==> src/inc/tac_pkg.sv <==
// Notes on behaviour
// - enable bit 15 runs timer; cleared stops counting
// - idle-stop bit 13 halts timer during idle
// - write-block bit 12 ignores counter writes while pending
// - pending flag bit 11 reads busy; synchronous mode zero
// - ext select 9-8: 00 secondary_osc, 01 pin, 10 low_power_rc_osc
// - gate bit 7 gates internal clock; ignored when external
// - prescale 5-4 divides by 1, 8, 64, 256
// - sync bit 2 synchronises external input; internal ignores
// - source bit 1: 0 internal, 1 external select
// - unimplemented control bits read zero
package tac_pkg;

    localparam logic [7:0]  ADDR_CONTROL   = 8'h00;
    localparam logic [7:0]  ADDR_COUNT     = 8'h04;
    localparam logic [7:0]  ADDR_PERIOD    = 8'h08;

    localparam int          BIT_ON         = 15;
    localparam int          BIT_IDLE_STOP  = 13;
    localparam int          BIT_WR_BLOCK   = 12;
    localparam int          BIT_WR_PENDING = 11;
    localparam int          BIT_EXT_SEL    = 8;
    localparam int          BIT_GATE       = 7;
    localparam int          BIT_PRESCALE   = 4;
    localparam int          BIT_EXT_SYNC   = 2;
    localparam int          BIT_CLK_SRC    = 1;

    // writable control bits; bit 11 is status only
    localparam logic [31:0] CONTROL_WMASK  = 32'h0000_B3B6;
    localparam logic [31:0] CONTROL_RESET  = 32'h0000_0000;
    localparam logic [31:0] COUNT_RESET    = 32'h0000_0000;
    localparam logic [31:0] PERIOD_RESET   = 32'h0000_FFFF;

    localparam logic [1:0]  EXT_SECONDARY  = 2'h0;
    localparam logic [1:0]  EXT_PIN        = 2'h1;
    localparam logic [1:0]  EXT_LOW_POWER  = 2'h2;

    localparam logic [1:0]  PS_DIV1        = 2'h0;
    localparam logic [1:0]  PS_DIV8        = 2'h1;
    localparam logic [1:0]  PS_DIV64       = 2'h2;
    localparam logic [7:0]  PS_LIMIT_1     = 8'h00;
    localparam logic [7:0]  PS_LIMIT_8     = 8'h07;
    localparam logic [7:0]  PS_LIMIT_64    = 8'h3F;
    localparam logic [7:0]  PS_LIMIT_256   = 8'hFF;

    // cycles an asynchronous counter write takes to land
    localparam logic [3:0]  ASYNC_WR_CYCLES = 4'h3;

    typedef struct packed {
        logic       on;
        logic       idle_stop;
        logic       write_block;
        logic [1:0] ext_sel;
        logic       gate_en;
        logic [1:0] prescale;
        logic       ext_sync;
        logic       clock_source;
    } tac_ctrl_t;

    typedef enum {WR_IDLE, WR_PENDING} tac_wr_state_t;

endpackage

==> src/rtl/tac_prescaler.sv <==
module tac_prescaler (
    input  wire logic       clk,
    input  wire logic       rst_n,
    input  wire logic       clear,
    input  wire logic       tick_in,
    input  wire logic [1:0] prescale,
    output logic            tick_out
);

    logic [7:0] cnt_q;
    logic [7:0] cnt_d;
    logic [7:0] limit;

    always_comb begin
        case (prescale)
            tac_pkg::PS_DIV1:  limit = tac_pkg::PS_LIMIT_1;
            tac_pkg::PS_DIV8:  limit = tac_pkg::PS_LIMIT_8;
            tac_pkg::PS_DIV64: limit = tac_pkg::PS_LIMIT_64;
            default:           limit = tac_pkg::PS_LIMIT_256;
        endcase
        tick_out = tick_in && (cnt_q >= limit);
        cnt_d    = cnt_q;
        if (clear) begin
            cnt_d = 8'h00;
        end else if (tick_in) begin
            cnt_d = tick_out ? 8'h00 : 8'(cnt_q + 8'h01);
        end
    end

    always_ff @(posedge clk) begin
        if (!rst_n) begin
            cnt_q <= 8'h00;
        end else begin
            cnt_q <= cnt_d;
        end
    end

endmodule

==> src/rtl/tac_timer.sv <==
module tac_timer #(
    parameter int WIDTH = 16
) (
    input  wire logic        CLK,
    input  wire logic        RST_N,
    input  wire logic        WB_CYC_I,
    input  wire logic        WB_STB_I,
    input  wire logic        WB_WE_I,
    input  wire logic [7:0]  WB_ADR_I,
    input  wire logic [3:0]  WB_SEL_I,
    input  wire logic [31:0] WB_DAT_I,
    output logic      [31:0] WB_DAT_O,
    output logic             WB_ACK_O,
    input  wire logic        IDLE_MODE,
    input  wire logic        GATE_IN,
    input  wire logic        SECONDARY_OSC,
    input  wire logic        TIMER_CLOCK_PIN,
    input  wire logic        LOW_POWER_RC_OSC,
    output logic [WIDTH-1:0] TIMER_COUNT,
    output logic             PERIOD_MATCH
);

    generate
        if (WIDTH < 2 || WIDTH > 32) begin : g_bad_width
            $error("tac_timer: WIDTH must lie in 2..32");
        end
    endgenerate

    function automatic logic [31:0] merge(input logic [31:0] old_v,
                                          input logic [31:0] new_v,
                                          input logic [3:0]  sel);
        logic [31:0] res;
        res = old_v;
        for (int i = 0; i < 4; i++) begin
            if (sel[i]) begin
                res[i*8 +: 8] = new_v[i*8 +: 8];
            end
        end
        return res;
    endfunction

    function automatic tac_pkg::tac_ctrl_t to_ctrl(input logic [31:0] w);
        tac_pkg::tac_ctrl_t c;
        c.on           = w[tac_pkg::BIT_ON];
        c.idle_stop    = w[tac_pkg::BIT_IDLE_STOP];
        c.write_block  = w[tac_pkg::BIT_WR_BLOCK];
        c.ext_sel      = w[tac_pkg::BIT_EXT_SEL +: 2];
        c.gate_en      = w[tac_pkg::BIT_GATE];
        c.prescale     = w[tac_pkg::BIT_PRESCALE +: 2];
        c.ext_sync     = w[tac_pkg::BIT_EXT_SYNC];
        c.clock_source = w[tac_pkg::BIT_CLK_SRC];
        return c;
    endfunction

    // bus side state
    logic [31:0]          ctrl_word_q;
    logic [31:0]          ctrl_word_d;
    logic [WIDTH-1:0]     period_q;
    logic [WIDTH-1:0]     period_d;
    logic [31:0]          rdata_q;
    logic [31:0]          rdata_d;
    logic                 ack_q;
    logic                 ack_d;

    // counting state
    logic [WIDTH-1:0]     count_q;
    logic [WIDTH-1:0]     count_d;
    logic [WIDTH-1:0]     wr_value_q;
    logic [WIDTH-1:0]     wr_value_d;
    logic [3:0]           wr_wait_q;
    logic [3:0]           wr_wait_d;
    tac_pkg::tac_wr_state_t wr_state_q;
    tac_pkg::tac_wr_state_t wr_state_d;
    logic                 match_q;
    logic                 match_d;

    // external input path
    logic                 sync1_q;
    logic                 sync2_q;
    logic                 level_prev_q;
    logic                 ext_raw;
    logic                 ext_level;
    logic                 ext_edge;

    tac_pkg::tac_ctrl_t   ctrl;
    logic                 bus_req;
    logic                 wr_ctrl;
    logic                 wr_count;
    logic                 wr_period;
    logic                 async_mode;
    logic                 pending_flag;
    logic                 running;
    logic                 base_tick;
    logic                 ps_tick;
    logic [31:0]          count_word;
    logic [31:0]          merged_count;
    logic [31:0]          merged_period;

    assign ctrl = to_ctrl(ctrl_word_q);

    always_comb begin
        case (ctrl.ext_sel)
            tac_pkg::EXT_SECONDARY: ext_raw = SECONDARY_OSC;
            tac_pkg::EXT_PIN:       ext_raw = TIMER_CLOCK_PIN;
            tac_pkg::EXT_LOW_POWER: ext_raw = LOW_POWER_RC_OSC;
            default:                ext_raw = 1'b0;
        endcase
    end

    // unsynchronised use samples the raw level once for edge detection only
    assign ext_level = ctrl.ext_sync ? sync2_q : ext_raw;
    assign ext_edge  = ext_level && !level_prev_q;

    // async mode: external source without synchroniser
    assign async_mode   = ctrl.clock_source && !ctrl.ext_sync;
    assign pending_flag = async_mode && (wr_state_q == tac_pkg::WR_PENDING);

    assign running = ctrl.on && !(ctrl.idle_stop && IDLE_MODE);

    always_comb begin
        if (ctrl.clock_source) begin
            base_tick = ext_edge;
        end else begin
            base_tick = ctrl.gate_en ? GATE_IN : 1'b1;
        end
    end

    tac_prescaler u_prescaler (
        .clk      (CLK),
        .rst_n    (RST_N),
        .clear    (!running),
        .tick_in  (running && base_tick),
        .prescale (ctrl.prescale),
        .tick_out (ps_tick)
    );

    assign bus_req   = WB_CYC_I && WB_STB_I && !ack_q;
    assign wr_ctrl   = bus_req && WB_WE_I && (WB_ADR_I == tac_pkg::ADDR_CONTROL);
    assign wr_count  = bus_req && WB_WE_I && (WB_ADR_I == tac_pkg::ADDR_COUNT);
    assign wr_period = bus_req && WB_WE_I && (WB_ADR_I == tac_pkg::ADDR_PERIOD);

    assign count_word    = 32'(count_q);
    assign merged_count  = merge(count_word, WB_DAT_I, WB_SEL_I);
    assign merged_period = merge(32'(period_q), WB_DAT_I, WB_SEL_I);

    // bus slave: one wait state, ack for exactly one cycle
    always_comb begin
        ctrl_word_d = ctrl_word_q;
        period_d    = period_q;
        rdata_d     = rdata_q;
        ack_d       = bus_req;
        if (wr_ctrl) begin
            ctrl_word_d = merge(ctrl_word_q, WB_DAT_I, WB_SEL_I)
                          & tac_pkg::CONTROL_WMASK;
        end
        if (wr_period) begin
            period_d = merged_period[WIDTH-1:0];
        end
        if (bus_req && !WB_WE_I) begin
            case (WB_ADR_I)
                tac_pkg::ADDR_CONTROL: begin
                    rdata_d = ctrl_word_q & tac_pkg::CONTROL_WMASK;
                    rdata_d[tac_pkg::BIT_WR_PENDING] = pending_flag;
                end
                tac_pkg::ADDR_COUNT:  rdata_d = count_word;
                tac_pkg::ADDR_PERIOD: rdata_d = 32'(period_q);
                default:              rdata_d = 32'h0000_0000;
            endcase
        end
    end

    always_ff @(posedge CLK) begin
        if (!RST_N) begin
            ctrl_word_q <= tac_pkg::CONTROL_RESET;
            period_q    <= tac_pkg::PERIOD_RESET[WIDTH-1:0];
            rdata_q     <= 32'h0000_0000;
            ack_q       <= 1'b0;
        end else begin
            ctrl_word_q <= ctrl_word_d;
            period_q    <= period_d;
            rdata_q     <= rdata_d;
            ack_q       <= ack_d;
        end
    end

    // counter, pending write and period match
    always_comb begin
        count_d    = count_q;
        wr_value_d = wr_value_q;
        wr_wait_d  = wr_wait_q;
        wr_state_d = wr_state_q;
        match_d    = 1'b0;
        if (ps_tick) begin
            if (count_q == period_q) begin
                count_d = '0;
                match_d = 1'b1;
            end else begin
                count_d = WIDTH'(count_q + 1'b1);
            end
        end
        case (wr_state_q)
            tac_pkg::WR_IDLE: begin
                wr_wait_d = 4'h0;
            end
            tac_pkg::WR_PENDING: begin
                if (!async_mode || wr_wait_q <= 4'h1) begin
                    count_d    = wr_value_q;
                    wr_state_d = tac_pkg::WR_IDLE;
                    wr_wait_d  = 4'h0;
                end else begin
                    wr_wait_d = 4'(wr_wait_q - 4'h1);
                end
            end
            default: begin
                wr_state_d = tac_pkg::WR_IDLE;
            end
        endcase
        if (wr_count) begin
            if (!async_mode) begin
                count_d    = merged_count[WIDTH-1:0];
                wr_state_d = tac_pkg::WR_IDLE;
            end else if (!(ctrl.write_block && pending_flag)) begin
                // without the block a new write restarts the pending one
                wr_value_d = merged_count[WIDTH-1:0];
                wr_wait_d  = tac_pkg::ASYNC_WR_CYCLES;
                wr_state_d = tac_pkg::WR_PENDING;
            end
        end
    end

    always_ff @(posedge CLK) begin
        if (!RST_N) begin
            count_q    <= tac_pkg::COUNT_RESET[WIDTH-1:0];
            wr_value_q <= '0;
            wr_wait_q  <= 4'h0;
            wr_state_q <= tac_pkg::WR_IDLE;
            match_q    <= 1'b0;
        end else begin
            count_q    <= count_d;
            wr_value_q <= wr_value_d;
            wr_wait_q  <= wr_wait_d;
            wr_state_q <= wr_state_d;
            match_q    <= match_d;
        end
    end

    // two-flop synchroniser; first stage feeds only the second
    always_ff @(posedge CLK) begin
        if (!RST_N) begin
            sync1_q      <= 1'b0;
            sync2_q      <= 1'b0;
            level_prev_q <= 1'b0;
        end else begin
            sync1_q      <= ext_raw;
            sync2_q      <= sync1_q;
            level_prev_q <= ext_level;
        end
    end

    assign WB_DAT_O     = rdata_q;
    assign WB_ACK_O     = ack_q;
    assign TIMER_COUNT  = count_q;
    assign PERIOD_MATCH = match_q;

endmodule

==> config.mk <==
export PLATFORM = sky130hd
export DESIGN_NAME = tac_timer
export DESIGN_NICKNAME = d
export VERILOG_FILES = /design/src/inc/tac_pkg.sv /design/src/rtl/tac_prescaler.sv /design/src/rtl/tac_timer.sv
export SDC_FILE = /design/constraint.sdc
export NUM_CORES = 1
export LEC_CHECK = 0
export BUFFER_PORTS_ARGS = -buffer_cell sky130_fd_sc_hd__buf_2
export CAP_MARGIN = 25
export CORE_UTILIZATION = 56
export CTS_CLUSTER_DIAMETER = 120
export DETAILED_ROUTE_END_ITERATION = 16
export PLACE_DENSITY = 0.82
export SKIP_LAST_GASP = 1
export SYNTH_ARGS = -nofsm -noshare
export SYNTH_HDL_FRONTEND = slang
export SYNTH_SLANG_ARGS = --single-unit
==> constraint.sdc <==
create_clock -name CLK -period 2.5 [get_ports CLK]
set_input_delay 0.375 -clock CLK [delete_from_list [all_inputs] [get_ports CLK]]
set_output_delay 0.375 -clock CLK [all_outputs]
set_load 0.05 [all_outputs]
==> qor.json, run 1 <==
{
  "global_routing": {
    "vias_in_the_first_global_route": 4964,
    "grt_max_degree": 26,
    "number_of_antenna_violations_at_the_first_check_in_global_routing": 0,
    "grt_first_pass_wirelength_um": 23500,
    "grtUsageTotal_pct": 29.8,
    "grt-ovfl-total": 0
  },
  "clock_tree": {
    "clk-insertion-delay-late_ns": 0.52,
    "clock_sinks": 123,
    "cts-htree-levels": 4,
    "clock_path_buffers": 2,
    "holdBufCountCts": 0,
    "clock_tree_from_tritoncts": "done",
    "postCtsSetupRepairBufs": 0,
    "cts_made_buffers": 17,
    "cts.clk_slew.worst_paths_ns": 0.06,
    "root_buffer": "sky130_fd_sc_hd__clkbuf_8"
  },
  "logic_synthesis": {
    "synth.lib_cells_used.distinct": 58,
    "async_reset_ff_share_pct": 0,
    "synth_flop_cell": "sky130_fd_sc_hd__dfxtp_1",
    "synth_warnings": 0,
    "synthesis.area_per_instance_um2": 9.35,
    "synth.yosys.seq_area_share_pct": 43.6,
    "synth_edf_count": 0,
    "mappedNetlistArea_um2": 5650,
    "postSynthCellCount": 604,
    "ys_ff_latch": 123
  },
  "timing": {
    "layout_min_cycle_time_ns": 2.37,
    "worst_slew_pin_slew_ns": 0.641,
    "final-max-slew-violation-count": 0,
    "final.setup_skew_ns": 0.00998,
    "timing.final.hold_violations": 0,
    "maxSlewHeadroom_pct": 57.2,
    "setup_viol": 0,
    "peak_clock_frequency_supported_by_timing_ghz": 0.421,
    "setup_ws_ns": 0.126,
    "min_period_over_period_pct": 95.0,
    "timing.setup.tns_ns": 0,
    "grt_setup_unrepaired": "no"
  },
  "die": {
    "boundaryPins": 104,
    "die_y_um": 102,
    "initial_utilization_pct": 57.8,
    "row_count": 36,
    "coreArea_um2": 9770,
    "fp.dieW_um": 102,
    "dieArea_um2": 10500
  },
  "power_and_ir_drop": {
    "irDropWorstVdd_v": 0.000628,
    "static-leakage-power_uw": 0.00298,
    "cellInternalPower_uw": 3400,
    "netSwitchingFraction_pct": 24.7,
    "power.sequential.fraction_pct": 44.3,
    "combinationalPowerShare_pct": 4.9,
    "share_clk_of_total_power_pct": 50.8,
    "switchingPower_uw": 1110,
    "power_density_nw_per_um2": 657,
    "power_uw": 4510
  },
  "place": {
    "numPortBuffers": 69,
    "globalplace.congestion": 0.921,
    "dpl.cell_count": 830,
    "place_worst_setup_slack_ns": 0.0584,
    "dp.final_hpwl_um": 10500
  },
  "worst_setup_path": {
    "worstPathRequired_ns": 2.89,
    "crit-reg2reg-launch": "TIMER_COUNT[1]$_SDFF_PN0_",
    "timing.critical_path.fanout_max": 7,
    "worstSetupPathType": "register to register",
    "critPathCaptureType": "register",
    "regToRegSetupSlack_ns": 0.13,
    "worst_r2r_path_depth": 6,
    "cp_launch_type": "register",
    "crit-reg2reg-capture": "TIMER_COUNT[15]$_SDFF_PN0_",
    "worst_ep_arrival_time_ns": 2.77
  },
  "drt": {
    "drt-total-wl_um": 15000,
    "detailroute.via_count": 5063,
    "drt-pass1-iter-count": 5,
    "routedWlPerCell_um": 17.4,
    "routed_via_density": 5.87,
    "drc_errors": 0,
    "ant_nets": 0,
    "number_of_drc_markers_in_iteration_0": 460
  },
  "cells_and_area": {
    "final-instance-count-excl-fill": 862,
    "area_growth_pct": 21.5,
    "final_nets": 777,
    "n_antenna_cell": 0,
    "filler_cell_count": 719,
    "layout-drive-gt1-share_pct": 21.5,
    "post-route-util_pct": 70.2
  },
  "status": {
    "run_status": "completed"
  },
  "min_path": {
    "min_path_type": "input port to register",
    "hold_path.startpoint": "WB_DAT_I[6]",
    "timing.hold.worst_endpoint": "period_q[6]$_SDFFE_PN1P_",
    "timing.hold.worst_path_depth": 3
  },
  "job": {
    "max-cap-violations": 0
  }
}
synth_stat cells, types with 3 or more instances:
| cell type | number | share of area, % |
|---|---|---|
| sky130_fd_sc_hd__xnor2_1 | 27 | 4.2 |
| sky130_fd_sc_hd__a211oi_1 | 4 | 0.53 |
| sky130_fd_sc_hd__nand4_1 | 7 | 0.77 |
| sky130_fd_sc_hd__dfxtp_1 | 123 | 44 |
| sky130_fd_sc_hd__nor3_1 | 9 | 0.80 |
| sky130_fd_sc_hd__and3_1 | 5 | 0.55 |
| sky130_fd_sc_hd__buf_4 | 17 | 2.3 |
| sky130_fd_sc_hd__o22ai_1 | 4 | 0.44 |
| sky130_fd_sc_hd__buf_2 | 8 | 0.71 |
| sky130_fd_sc_hd__o221ai_1 | 11 | 1.7 |
| sky130_fd_sc_hd__ha_1 | 7 | 1.5 |
| sky130_fd_sc_hd__o21ai_0 | 17 | 1.5 |
| sky130_fd_sc_hd__o211ai_1 | 5 | 0.66 |
| sky130_fd_sc_hd__a22oi_1 | 25 | 3.3 |
| sky130_fd_sc_hd__inv_1 | 10 | 0.66 |
| sky130_fd_sc_hd__o21a_1 | 4 | 0.53 |
| sky130_fd_sc_hd__nand3_1 | 19 | 1.7 |
| sky130_fd_sc_hd__nor2b_1 | 6 | 0.66 |
| sky130_fd_sc_hd__nand2b_1 | 4 | 0.44 |
| sky130_fd_sc_hd__or2_2 | 3 | 0.33 |
| sky130_fd_sc_hd__nor2_1 | 61 | 4.1 |
| sky130_fd_sc_hd__nand2_1 | 45 | 3.0 |
| sky130_fd_sc_hd__clkbuf_1 | 25 | 1.7 |
| sky130_fd_sc_hd__a211oi_2 | 5 | 1.1 |
| sky130_fd_sc_hd__mux2_2 | 11 | 2.2 |
| sky130_fd_sc_hd__mux2i_1 | 56 | 9.9 |
| sky130_fd_sc_hd__a21oi_1 | 24 | 2.1 |
| sky130_fd_sc_hd__nor4_1 | 12 | 1.3 |
| sky130_fd_sc_hd__xor2_1 | 4 | 0.62 |
| sky130_fd_sc_hd__or3_1 | 3 | 0.33 |
| sky130_fd_sc_hd__a22o_1 | 5 | 0.77 |
registers in the layout, indices dropped and copies added (netlist names), 4 cells and up:
signal / flops
wr_wait_q: 4
u_prescaler.cnt_q: 8
ctrl_word_q: 10
TIMER_COUNT: 16
WB_DAT_O: 16
wr_value_q: 16
period_q: 16
wr_state_q: 32
cells by family (layout without fill, tap and decap cells):
kind of cell	after synthesis	count (layout)	synth area share (%)
simple gates	189	189	16.4
other cells	1	47	0.0664
flops	123	123	43.6
xor+xnor	31	31	4.81
buf+inv	64	143	5.82
mux	67	67	12.1
compound gates	122	122	15.7
fa+ha+maj	7	7	1.55
worst max-delay path by stage:
stage / cells after the start / startpoint / endpoint / slack [ns]
floorplan: 7 / TIMER_COUNT[2]$_SDFF_PN0_ / TIMER_COUNT[13]$_SDFF_PN0_ / 0.17
global placement: 7 / ctrl_word_q[4]$_SDFFE_PN0P_ / u_prescaler.cnt_q[2]$_SDFFE_PN0P_ / 0.10
detailed placement: 7 / ctrl_word_q[4]$_SDFFE_PN0P_ / u_prescaler.cnt_q[2]$_SDFFE_PN0P_ / 0.06
CTS: 7 / ctrl_word_q[9]$_SDFFE_PN0P_ / TIMER_COUNT[9]$_SDFF_PN0_ / 0.1
global route: 8 / ctrl_word_q[5]$_SDFFE_PN0P_ / u_prescaler.cnt_q[2]$_SDFFE_PN0P_ / 0.03
finish: 6 / TIMER_COUNT[1]$_SDFF_PN0_ / TIMER_COUNT[15]$_SDFF_PN0_ / 0.13
layer usage:
metal,up-vias,track usage (%),share of wire [%],wire length [um]
met3,57,9.10,7.8,1170
met5,-,0,0,0
met4,0,15.1,3.9,586
met1,2402,33.5,41,6080
met2,264,50.8,48,7150
li1,2340,-,-,-
area by class of cell:
type                       instances  area, um^2  area share (%)
clock buffer                      18         418            6.09
clock inverter                    14         140            2.04
inverter                          10        37.5           0.547
multi-input combinational        463        3040            44.3
sequential                       123        2460            35.9
tap                              133         166            2.42
timing repair buffer             101         598            8.71
critical path, cell delays in order (launching register included):
cell and delay [ns]:
sky130_fd_sc_hd__dfxtp_1 0.50, sky130_fd_sc_hd__nand3_1 0.20, sky130_fd_sc_hd__or2_1 0.32, sky130_fd_sc_hd__nor4_1 0.44, sky130_fd_sc_hd__o221ai_1 0.21, sky130_fd_sc_hd__a221oi_1 0.44
sky130_fd_sc_hd__o21ai_0 0.13
power by group through the flow:
stage          Clock (uW)  Combinational (uW)  Sequential, uW
2_1_floorplan           0                 165            2040
4_1_cts              2300                 218            2000
6_report             2290                 222            2000
5_1_grt              2400                 240            2000
3_5_place_dp            0                 217            2040
3_3_place_gp            0                 212            2040
layout by cell type, fill, tap and decap left out, types with 12 or more instances in the layout:
cell type / n
sky130_fd_sc_hd__a21oi_1: 23
sky130_fd_sc_hd__a22oi_1: 25
sky130_fd_sc_hd__buf_2: 69
sky130_fd_sc_hd__buf_4: 31
sky130_fd_sc_hd__clkbuf_16: 16
sky130_fd_sc_hd__conb_1: 47
sky130_fd_sc_hd__dfxtp_1: 123
sky130_fd_sc_hd__mux2i_1: 56
sky130_fd_sc_hd__nand2_1: 45
sky130_fd_sc_hd__nand3_1: 19
sky130_fd_sc_hd__nor2_1: 61
sky130_fd_sc_hd__nor4_1: 12
sky130_fd_sc_hd__o21ai_0: 17
sky130_fd_sc_hd__xnor2_1: 27
stage by stage:
stage / area, um^2 / hold slack (ns)
global route: 6870 / 0.0978
global placement: 6300 / 0.417
finish: 6870 / 0.0844
CTS: 6860 / 0.0679
floorplan: 5820 / 0.412
detailed placement: 6300 / 0.445
what timing repair did:
| item | CTS | global route |
|---|---|---|
| endpoints found under the hold margin | 0 | 0 |
| setup endpoints to repair | 2 | 12 |
| gates resized for setup | 1 | 1 |
(Power assumes the default switching activity.)
==> inputs of run 2 (changes only) <==
GPL_ROUTABILITY_DRIVEN = 0   (was not set)
PLACE_DENSITY = not set   (was 0.82)
PLACE_DENSITY_LB_ADDON = 0.05   (was not set)
==> run 2 against run 1 <==
Net effect:
- non-clock buffer count rose by 5
- largest power group unchanged
- final area rose by 1.3%
- first-iteration DRC count down 33%
- maximum frequency rose by 3.3%
- worst hold slack improved by 0.014 ns
- count of clock-buffer cells in the layout down 1
- sequential power about the same
- largest cell class unchanged
- power increased by 4.0%
- setup slack better by 0.075 ns
- register-to-register slack improved by 0.08 ns
- combinational power barely moved
- critical endpoint is now TIMER_COUNT[13]$_SDFF_PN0_
==> qor.json, run 2 (synthesis results as in run 1) <==
{
  "drt": {
    "drt-pass1-iter-count": {"value": 5, "change": "unchanged"},
    "routed_via_density": {"value": 5.65, "change": "-3.9%"},
    "routedWlPerCell": {"value": 16.8, "unit": "um", "change": "-3.3%"},
    "ant_nets": {"value": 0, "change": "unchanged"},
    "number_of_drc_markers_in_iteration_0": {"value": 307, "change": "-33%"},
    "drc_errors": {"value": 0, "change": "unchanged"},
    "detailroute.via_count": {"value": 4896, "change": "-3.3%"},
    "drt-total-wl": {"value": 14600, "unit": "um", "change": "-2.7%"}
  },
  "power_and_ir_drop": {
    "switchingPower": {"value": 1100, "unit": "uW", "change": "-1.2%"},
    "netSwitchingFraction": {"value": 23.5, "unit": "%", "change": "-1.2 points"},
    "power_density": {"value": 675, "unit": "nW/um^2", "change": "+2.7%"},
    "static-leakage-power": {"value": 0.00302, "unit": "uW", "change": "+1.1%"},
    "cellInternalPower": {"value": 3590, "unit": "uW", "change": "+5.7%"},
    "share_clk_of_total_power": {"value": 52.7, "unit": "%", "change": "+1.9 points"},
    "power.sequential.fraction": {"value": 42.6, "unit": "%", "change": "-1.7 points"},
    "irDropWorstVdd": {"value": 0.000599, "unit": "V", "change": "-4.6%"},
    "combinationalPowerShare": {"value": 4.7, "unit": "%", "change": "-0.2 points"}
  },
  "worst_setup_path": {
    "worstPathBufferInverterCount": {"value": 0, "change": "unchanged"},
    "crit_path_frequent_cell": "sky130_fd_sc_hd__nand3_1",
    "worst_path_cell_with_the_longest_stage_delay": "sky130_fd_sc_hd__or4_1",
    "worst_ep_arrival_time": {"value": 2.76, "unit": "ns", "change": "about the same"},
    "cp_slowest_stage_delay": {"value": 0.52, "unit": "ns", "change": "+0.02 ns"},
    "critPathTopFamily": "simple AND/OR/NAND/NOR gates",
    "timing.critical_path.fanout_max": {"value": 7, "change": "unchanged"},
    "critPathCaptureType": "register",
    "cp_launch_type": "register",
    "worstSetupPathType": "register to register",
    "worstPathRequired": {"value": 2.96, "unit": "ns", "change": "+0.07 ns"},
    "critical_path_cell_by_cell": "nand3_1, or2_1, or4_1, a2111oi_0, o211ai_1, nand3_1"
  },
  "timing": {
    "grt_setup_unrepaired": "no",
    "layout_min_cycle_time": {"value": 2.30, "unit": "ns", "change": "-0.0753 ns"},
    "worst_slew_pin_slew": {"value": 0.595, "unit": "ns", "change": "-0.0466 ns"},
    "maxSlewHeadroom": {"value": 60.4, "unit": "%", "change": "+3.2 points"},
    "finalHoldWorstSlack": {"value": 0.0980, "unit": "ns", "change": "+0.0135 ns"},
    "final-max-slew-violation-count": {"value": 0, "change": "unchanged"},
    "setup_viol": {"value": 0, "change": "unchanged"},
    "timing.setup.tns": {"value": 0, "unit": "ns", "change": "unchanged"},
    "min_period_over_period": {"value": 92.0, "unit": "%", "change": "-3.0 points"},
    "timing.final.hold_violations": {"value": 0, "change": "unchanged"},
    "peak_clock_frequency_supported_by_timing": {"value": 0.435, "unit": "GHz", "change": "+3.3%"},
    "final.setup_skew": {"value": 0.00721, "unit": "ns", "change": "-0.00277 ns"}
  },
  "global_routing": {
    "grt-ovfl-total": {"value": 0, "change": "unchanged"},
    "grt_max_degree": {"value": 26, "change": "unchanged"},
    "grt_first_pass_wirelength": {"value": 23000, "unit": "um", "change": "-2.0%"},
    "number_of_antenna_violations_at_the_first_check_in_global_routing": {"value": 0, "change": "unchanged"},
    "grtUsageTotal": {"value": 29.3, "unit": "%", "change": "-0.44 points"},
    "vias_in_the_first_global_route": {"value": 4652, "change": "-6.3%"}
  },
  "cells_and_area": {
    "most-common-layout-cells": "sky130_fd_sc_hd__dfxtp_1 (123), sky130_fd_sc_hd__buf_2 (69), sky130_fd_sc_hd__nor2_1 (61)",
    "n_antenna_cell": {"value": 0, "change": "unchanged"},
    "final-instance-count-excl-fill": {"value": 867, "change": "+0.58%"},
    "most_frequent_standard_cell_in_the_layout_excluding_fill_and_tap_cells": "sky130_fd_sc_hd__dfxtp_1",
    "final_nets": {"value": 782, "change": "+0.64%"},
    "largest_register": "wr_state_q",
    "largest_register_ff_count": {"value": 32, "change": "unchanged"},
    "area_growth_pct": 23.0,
    "layout-drive-gt1-share": {"value": 22.2, "unit": "%", "change": "+0.67 points"}
  },
  "clock_tree": {
    "clock_tree_from_tritoncts": "done",
    "cts.clk_slew.worst_paths": {"value": 0.06, "unit": "ns", "change": "about the same"},
    "postCtsSetupRepairBufs": {"value": 0, "change": "unchanged"},
    "cts-htree-levels": {"value": 4, "change": "unchanged"},
    "holdBufCountCts": {"value": 0, "change": "unchanged"},
    "root_buffer": "sky130_fd_sc_hd__clkbuf_8",
    "clock_sinks": {"value": 123, "change": "unchanged"},
    "clk-insertion-delay-late": {"value": 0.52, "unit": "ns", "change": "about the same"},
    "clock_path_buffers": {"value": 2, "change": "unchanged"},
    "cts_made_buffers": {"value": 17, "change": "unchanged"},
    "post_cts_resized": {"value": 1, "change": "unchanged"}
  },
  "die": {
    "row_count": {"value": 36, "change": "unchanged"},
    "boundaryPins": {"value": 104, "change": "unchanged"},
    "fp.dieW": {"value": 102, "unit": "um", "change": "unchanged"},
    "die_y": {"value": 102, "unit": "um", "change": "unchanged"},
    "initial_utilization": {"value": 57.8, "unit": "%", "change": "unchanged"},
    "coreArea": {"value": 9770, "unit": "um^2", "change": "unchanged"},
    "dieArea": {"value": 10500, "unit": "um^2", "change": "unchanged"}
  },
  "status": {
    "run_status": "completed"
  },
  "min_path": {
    "min_path_type": "input port to register"
  },
  "place": {
    "dpl.cell_count": {"value": 835, "change": "+0.60%"},
    "dp.final_hpwl": {"value": 10600, "unit": "um", "change": "+0.74%"},
    "numPortBuffers": {"value": 69, "change": "unchanged"}
  },
  "job": {
    "max-cap-violations": {"value": 0, "change": "unchanged"}
  }
}
run 2: worst paths after layout:
kind / start / endpoint / slack [ns] / cells past startpoint
setup / recovery: TIMER_COUNT[1]$_SDFF_PN0_ / TIMER_COUNT[13]$_SDFF_PN0_ / 0.20 / 6
hold / removal: WB_DAT_I[11] / period_q[11]$_SDFFE_PN1P_ / 0.1 / 3
setup reg to reg: TIMER_COUNT[1]$_SDFF_PN0_ / TIMER_COUNT[13]$_SDFF_PN0_ / 0.20 / 6
hold reg to reg: sync1_q$_SDFF_PN0_ / sync2_q$_SDFF_PN0_ / 0.44 / 1
run 2: through the flow:
| step | worst slack, ns | utilization [%] | area, um^2 | power (uW) |
|---|---|---|---|---|
| floorplan | 0.169 | - | 5820 | 2210 |
| global placement | -0.0276 | 64.8 | 6330 | 2260 |
| detailed placement | -0.0655 | 64.8 | 6330 | 2260 |
| CTS | 0.0886 | 71.1 | 6950 | 4710 |
| global route | 0.0460 | 71.1 | 6950 | 4840 |
| finish | 0.201 | 71.1 | 6950 | 4690 |
run 2: power groups by stage:
stage	registers (uW)	logic [uW]	clock network (uW)
final	2000	222	2470
after global routing	2000	240	2600
after CTS	2000	219	2500
after detailed placement	2040	217	0
after global placement	2040	215	0
after floorplan	2040	165	0
run 2: layout make-up:
class,instances,area (um^2)
Clock buffer,17,414
Clock inverter,15,191
Fill cell,806,2820
Inverter,10,37.5
Multi-Input combinational cell,463,3040
Sequential cell,123,2460
Tap cell,133,166
Timing Repair Buffer,106,636
run 2: metal layers:
metal  part of all wire (%)  wire length (um)  global-route usage [%]
met1                     45              6600                    38.1
met2                     46              6740                    47.1
met3                    6.3               917                    6.63
met4                    2.1               303                    11.9
met5                      0                 0                       0
run 2: worst register-to-register path, stage by stage (launching register included):
cell and delay (ns):
sky130_fd_sc_hd__dfxtp_1 0.50, sky130_fd_sc_hd__nand3_1 0.22, sky130_fd_sc_hd__or2_1 0.34, sky130_fd_sc_hd__or4_1 0.52
sky130_fd_sc_hd__a2111oi_0 0.43, sky130_fd_sc_hd__o211ai_1 0.14, sky130_fd_sc_hd__nand3_1 0.10
==> inputs of run 3 (changes only) <==
RECOVER_POWER = 25   (was not set)
==> run 3 against run 2 <==
Net effect:
- maximum frequency about the same
- utilization fell by 0.37 points
- register-to-register slack about the same
- critical path type unchanged
- critical path depth unchanged
- combinational power is essentially flat
==> qor.json, run 3 (synthesis results as in run 1) <==
{
  "drt": {
    "drt-total-wl": {"value": 14600, "unit": "um", "change": "unchanged"},
    "ant_nets": {"value": 0, "change": "unchanged"},
    "number_of_drc_markers_in_iteration_0": {"value": 310, "change": "+0.98%"},
    "routed_via_density": {"value": 5.67, "change": "+0.35%"},
    "detailroute.via_count": {"value": 4913, "change": "+0.35%"},
    "routedWlPerCell": {"value": 16.8, "unit": "um", "change": "unchanged"},
    "drc_errors": {"value": 0, "change": "unchanged"},
    "drt-pass1-iter-count": {"value": 5, "change": "unchanged"}
  },
  "power_and_ir_drop": {
    "static-leakage-power": {"value": 0.00292, "unit": "uW", "change": "-3.3%"},
    "irDropWorstVdd": {"value": 0.000599, "unit": "V", "change": "about the same"},
    "share_clk_of_total_power": {"value": 52.7, "unit": "%", "change": "about the same"},
    "netSwitchingFraction": {"value": 23.5, "unit": "%", "change": "+0.041 points"},
    "combinationalPowerShare": {"value": 4.7, "unit": "%", "change": "about the same"},
    "switchingPower": {"value": 1100, "unit": "uW", "change": "+0.19%"},
    "power.sequential.fraction": {"value": 42.6, "unit": "%", "change": "about the same"},
    "power_density": {"value": 679, "unit": "nW/um^2", "change": "+0.53%"},
    "power": {"value": 4690, "unit": "uW", "change": "about the same"},
    "cellInternalPower": {"value": 3590, "unit": "uW", "change": "about the same"}
  },
  "global_routing": {
    "grt_max_degree": {"value": 26, "change": "unchanged"},
    "grt_first_pass_wirelength": {"value": 23000, "unit": "um", "change": "unchanged"},
    "grt-ovfl-total": {"value": 0, "change": "unchanged"},
    "number_of_antenna_violations_at_the_first_check_in_global_routing": {"value": 0, "change": "unchanged"},
    "vias_in_the_first_global_route": {"value": 4652, "change": "unchanged"},
    "grtUsageTotal": {"value": 29.3, "unit": "%", "change": "unchanged"}
  },
  "timing": {
    "grt_setup_unrepaired": "no",
    "min_period_over_period": {"value": 91.9, "unit": "%", "change": "about the same"},
    "final.setup_skew": {"value": 0.00776, "unit": "ns", "change": "+0.000550 ns"},
    "peak_clock_frequency_supported_by_timing": {"value": 0.435, "unit": "GHz", "change": "about the same"},
    "finalHoldWorstSlack": {"value": 0.0997, "unit": "ns", "change": "+0.00173 ns"},
    "maxSlewHeadroom": {"value": 37.9, "unit": "%", "change": "-22 points"},
    "setup_viol": {"value": 0, "change": "unchanged"},
    "final-max-slew-violation-count": {"value": 0, "change": "unchanged"},
    "timing.final.hold_violations": {"value": 0, "change": "unchanged"},
    "layout_min_cycle_time": {"value": 2.30, "unit": "ns", "change": "-0.000754 ns"},
    "worst_slew_pin_slew": {"value": 0.931, "unit": "ns", "change": "+0.337 ns"}
  },
  "clock_tree": {
    "clock_tree_from_tritoncts": "done",
    "cts.clk_slew.worst_paths": {"value": 0.06, "unit": "ns", "change": "about the same"},
    "cts_made_buffers": {"value": 17, "change": "unchanged"},
    "clk-insertion-delay-late": {"value": 0.52, "unit": "ns", "change": "about the same"},
    "clock_path_buffers": {"value": 2, "change": "unchanged"},
    "cts-htree-levels": {"value": 4, "change": "unchanged"},
    "postCtsSetupRepairBufs": {"value": 0, "change": "unchanged"},
    "root_buffer": "sky130_fd_sc_hd__clkbuf_8",
    "clock_sinks": {"value": 123, "change": "unchanged"}
  },
  "min_path": {
    "min_path_type": "input port to register"
  },
  "cells_and_area": {
    "n_antenna_cell": {"value": 0, "change": "unchanged"},
    "layout.area.seq": {"value": 2460, "unit": "um^2", "change": "unchanged"},
    "filler_cell_count": {"value": 817, "change": "+1.4%"},
    "final_nets": {"value": 782, "change": "unchanged"},
    "most_frequent_standard_cell_in_the_layout_excluding_fill_and_tap_cells": "sky130_fd_sc_hd__dfxtp_1",
    "area_growth_pct": 22.4,
    "multiInputGateArea": {"value": 3040, "unit": "um^2", "change": "unchanged"},
    "layout-drive-gt1-share": {"value": 19.1, "unit": "%", "change": "-3.1 points"},
    "largest_register": "wr_state_q",
    "largest_register_ff_count": {"value": 32, "change": "unchanged"},
    "most-common-layout-cells": "sky130_fd_sc_hd__dfxtp_1 (123), sky130_fd_sc_hd__nor2_1 (61), sky130_fd_sc_hd__mux2i_1 (56)"
  },
  "worst_setup_path": {
    "worstPathRequired": {"value": 2.96, "unit": "ns", "change": "about the same"},
    "cp_launch_type": "register",
    "worst_ep_arrival_time": {"value": 2.76, "unit": "ns", "change": "about the same"},
    "critPathCaptureType": "register",
    "timing.critical_path.fanout_max": {"value": 7, "change": "unchanged"},
    "worstSetupPathType": "register to register"
  },
  "die": {
    "initial_utilization": {"value": 57.8, "unit": "%", "change": "unchanged"},
    "fp.dieW": {"value": 102, "unit": "um", "change": "unchanged"},
    "dieArea": {"value": 10500, "unit": "um^2", "change": "unchanged"},
    "boundaryPins": {"value": 104, "change": "unchanged"},
    "die_y": {"value": 102, "unit": "um", "change": "unchanged"},
    "row_count": {"value": 36, "change": "unchanged"},
    "coreArea": {"value": 9770, "unit": "um^2", "change": "unchanged"}
  },
  "place": {
    "numPortBuffers": {"value": 69, "change": "unchanged"},
    "dp.final_hpwl": {"value": 10600, "unit": "um", "change": "unchanged"}
  },
  "job": {
    "max-cap-violations": {"value": 0, "change": "unchanged"}
  },
  "status": {
    "run_status": "completed"
  }
}
run 3: cell type report:
type | count | share of cell area, %
multi-input cells | 463 | 44.0
flip-flops and latches | 123 | 35.6
repair buffers | 106 | 8.67
clock buffers | 17 | 5.99
clock inverters | 15 | 2.77
well taps | 133 | 2.41
inverters | 10 | 0.543
run 3: worst max-delay path, cell delays in order, from the launching register on:
cell                        delay (ns)
sky130_fd_sc_hd__dfxtp_1          0.50
sky130_fd_sc_hd__nand3_1          0.22
sky130_fd_sc_hd__or2_1            0.34
sky130_fd_sc_hd__or4_1            0.52
sky130_fd_sc_hd__a2111oi_0        0.43
sky130_fd_sc_hd__o211ai_1         0.13
sky130_fd_sc_hd__nand3_1          0.10
run 3: worst paths after layout:
kind	start	endpoint	slack (ns)	cells after the start
worst max-delay path	TIMER_COUNT[1]$_SDFF_PN0_	TIMER_COUNT[13]$_SDFF_PN0_	0.20	6
worst min-delay path	WB_DAT_I[11]	period_q[11]$_SDFFE_PN1P_	0.1	3
worst max register to register	TIMER_COUNT[1]$_SDFF_PN0_	TIMER_COUNT[13]$_SDFF_PN0_	0.20	6
worst min register to register	sync1_q$_SDFF_PN0_	sync2_q$_SDFF_PN0_	0.44	1
run 3: per-layer routing:
metal / global-route usage [%] / share of wire, % / wire length (um)
met1: 38.1 / 45 / 6550
met2: 47.1 / 47 / 6810
met3: 6.63 / 6.3 / 913
met4: 11.9 / 2.1 / 299
met5: 0 / 0 / 0
run 3: stage by stage:
stage | cell area, um^2 | setup WS [ns] | setup TNS [ns] | cells | util (%)
floorplan | 5820 | 0.169 | 0 | 650 | -
global placement | 6330 | -0.0276 | -0.0276 | 835 | 64.8
detailed placement | 6330 | -0.0655 | -0.258 | 835 | 64.8
CTS | 6950 | 0.0886 | 0 | 867 | 71.1
global route | 6920 | 0.0460 | 0 | 867 | 70.8
finish | 6920 | 0.202 | 0 | 867 | 70.8
run 3: power groups by stage:
| stage | Clock [uW] | Combinational, uW | Sequential (uW) |
|---|---|---|---|
| floorplan | 0 | 165 | 2040 |
| global placement | 0 | 215 | 2040 |
| detailed placement | 0 | 217 | 2040 |
| CTS | 2500 | 219 | 2000 |
| global route | 2600 | 238 | 2000 |
| finish | 2470 | 220 | 2000 |
run 3: repair_timing:
item / CTS / global route
setup endpoints to repair: 8 / 8
hold buffers: 0 / 0
gates resized for setup: 1 / 1
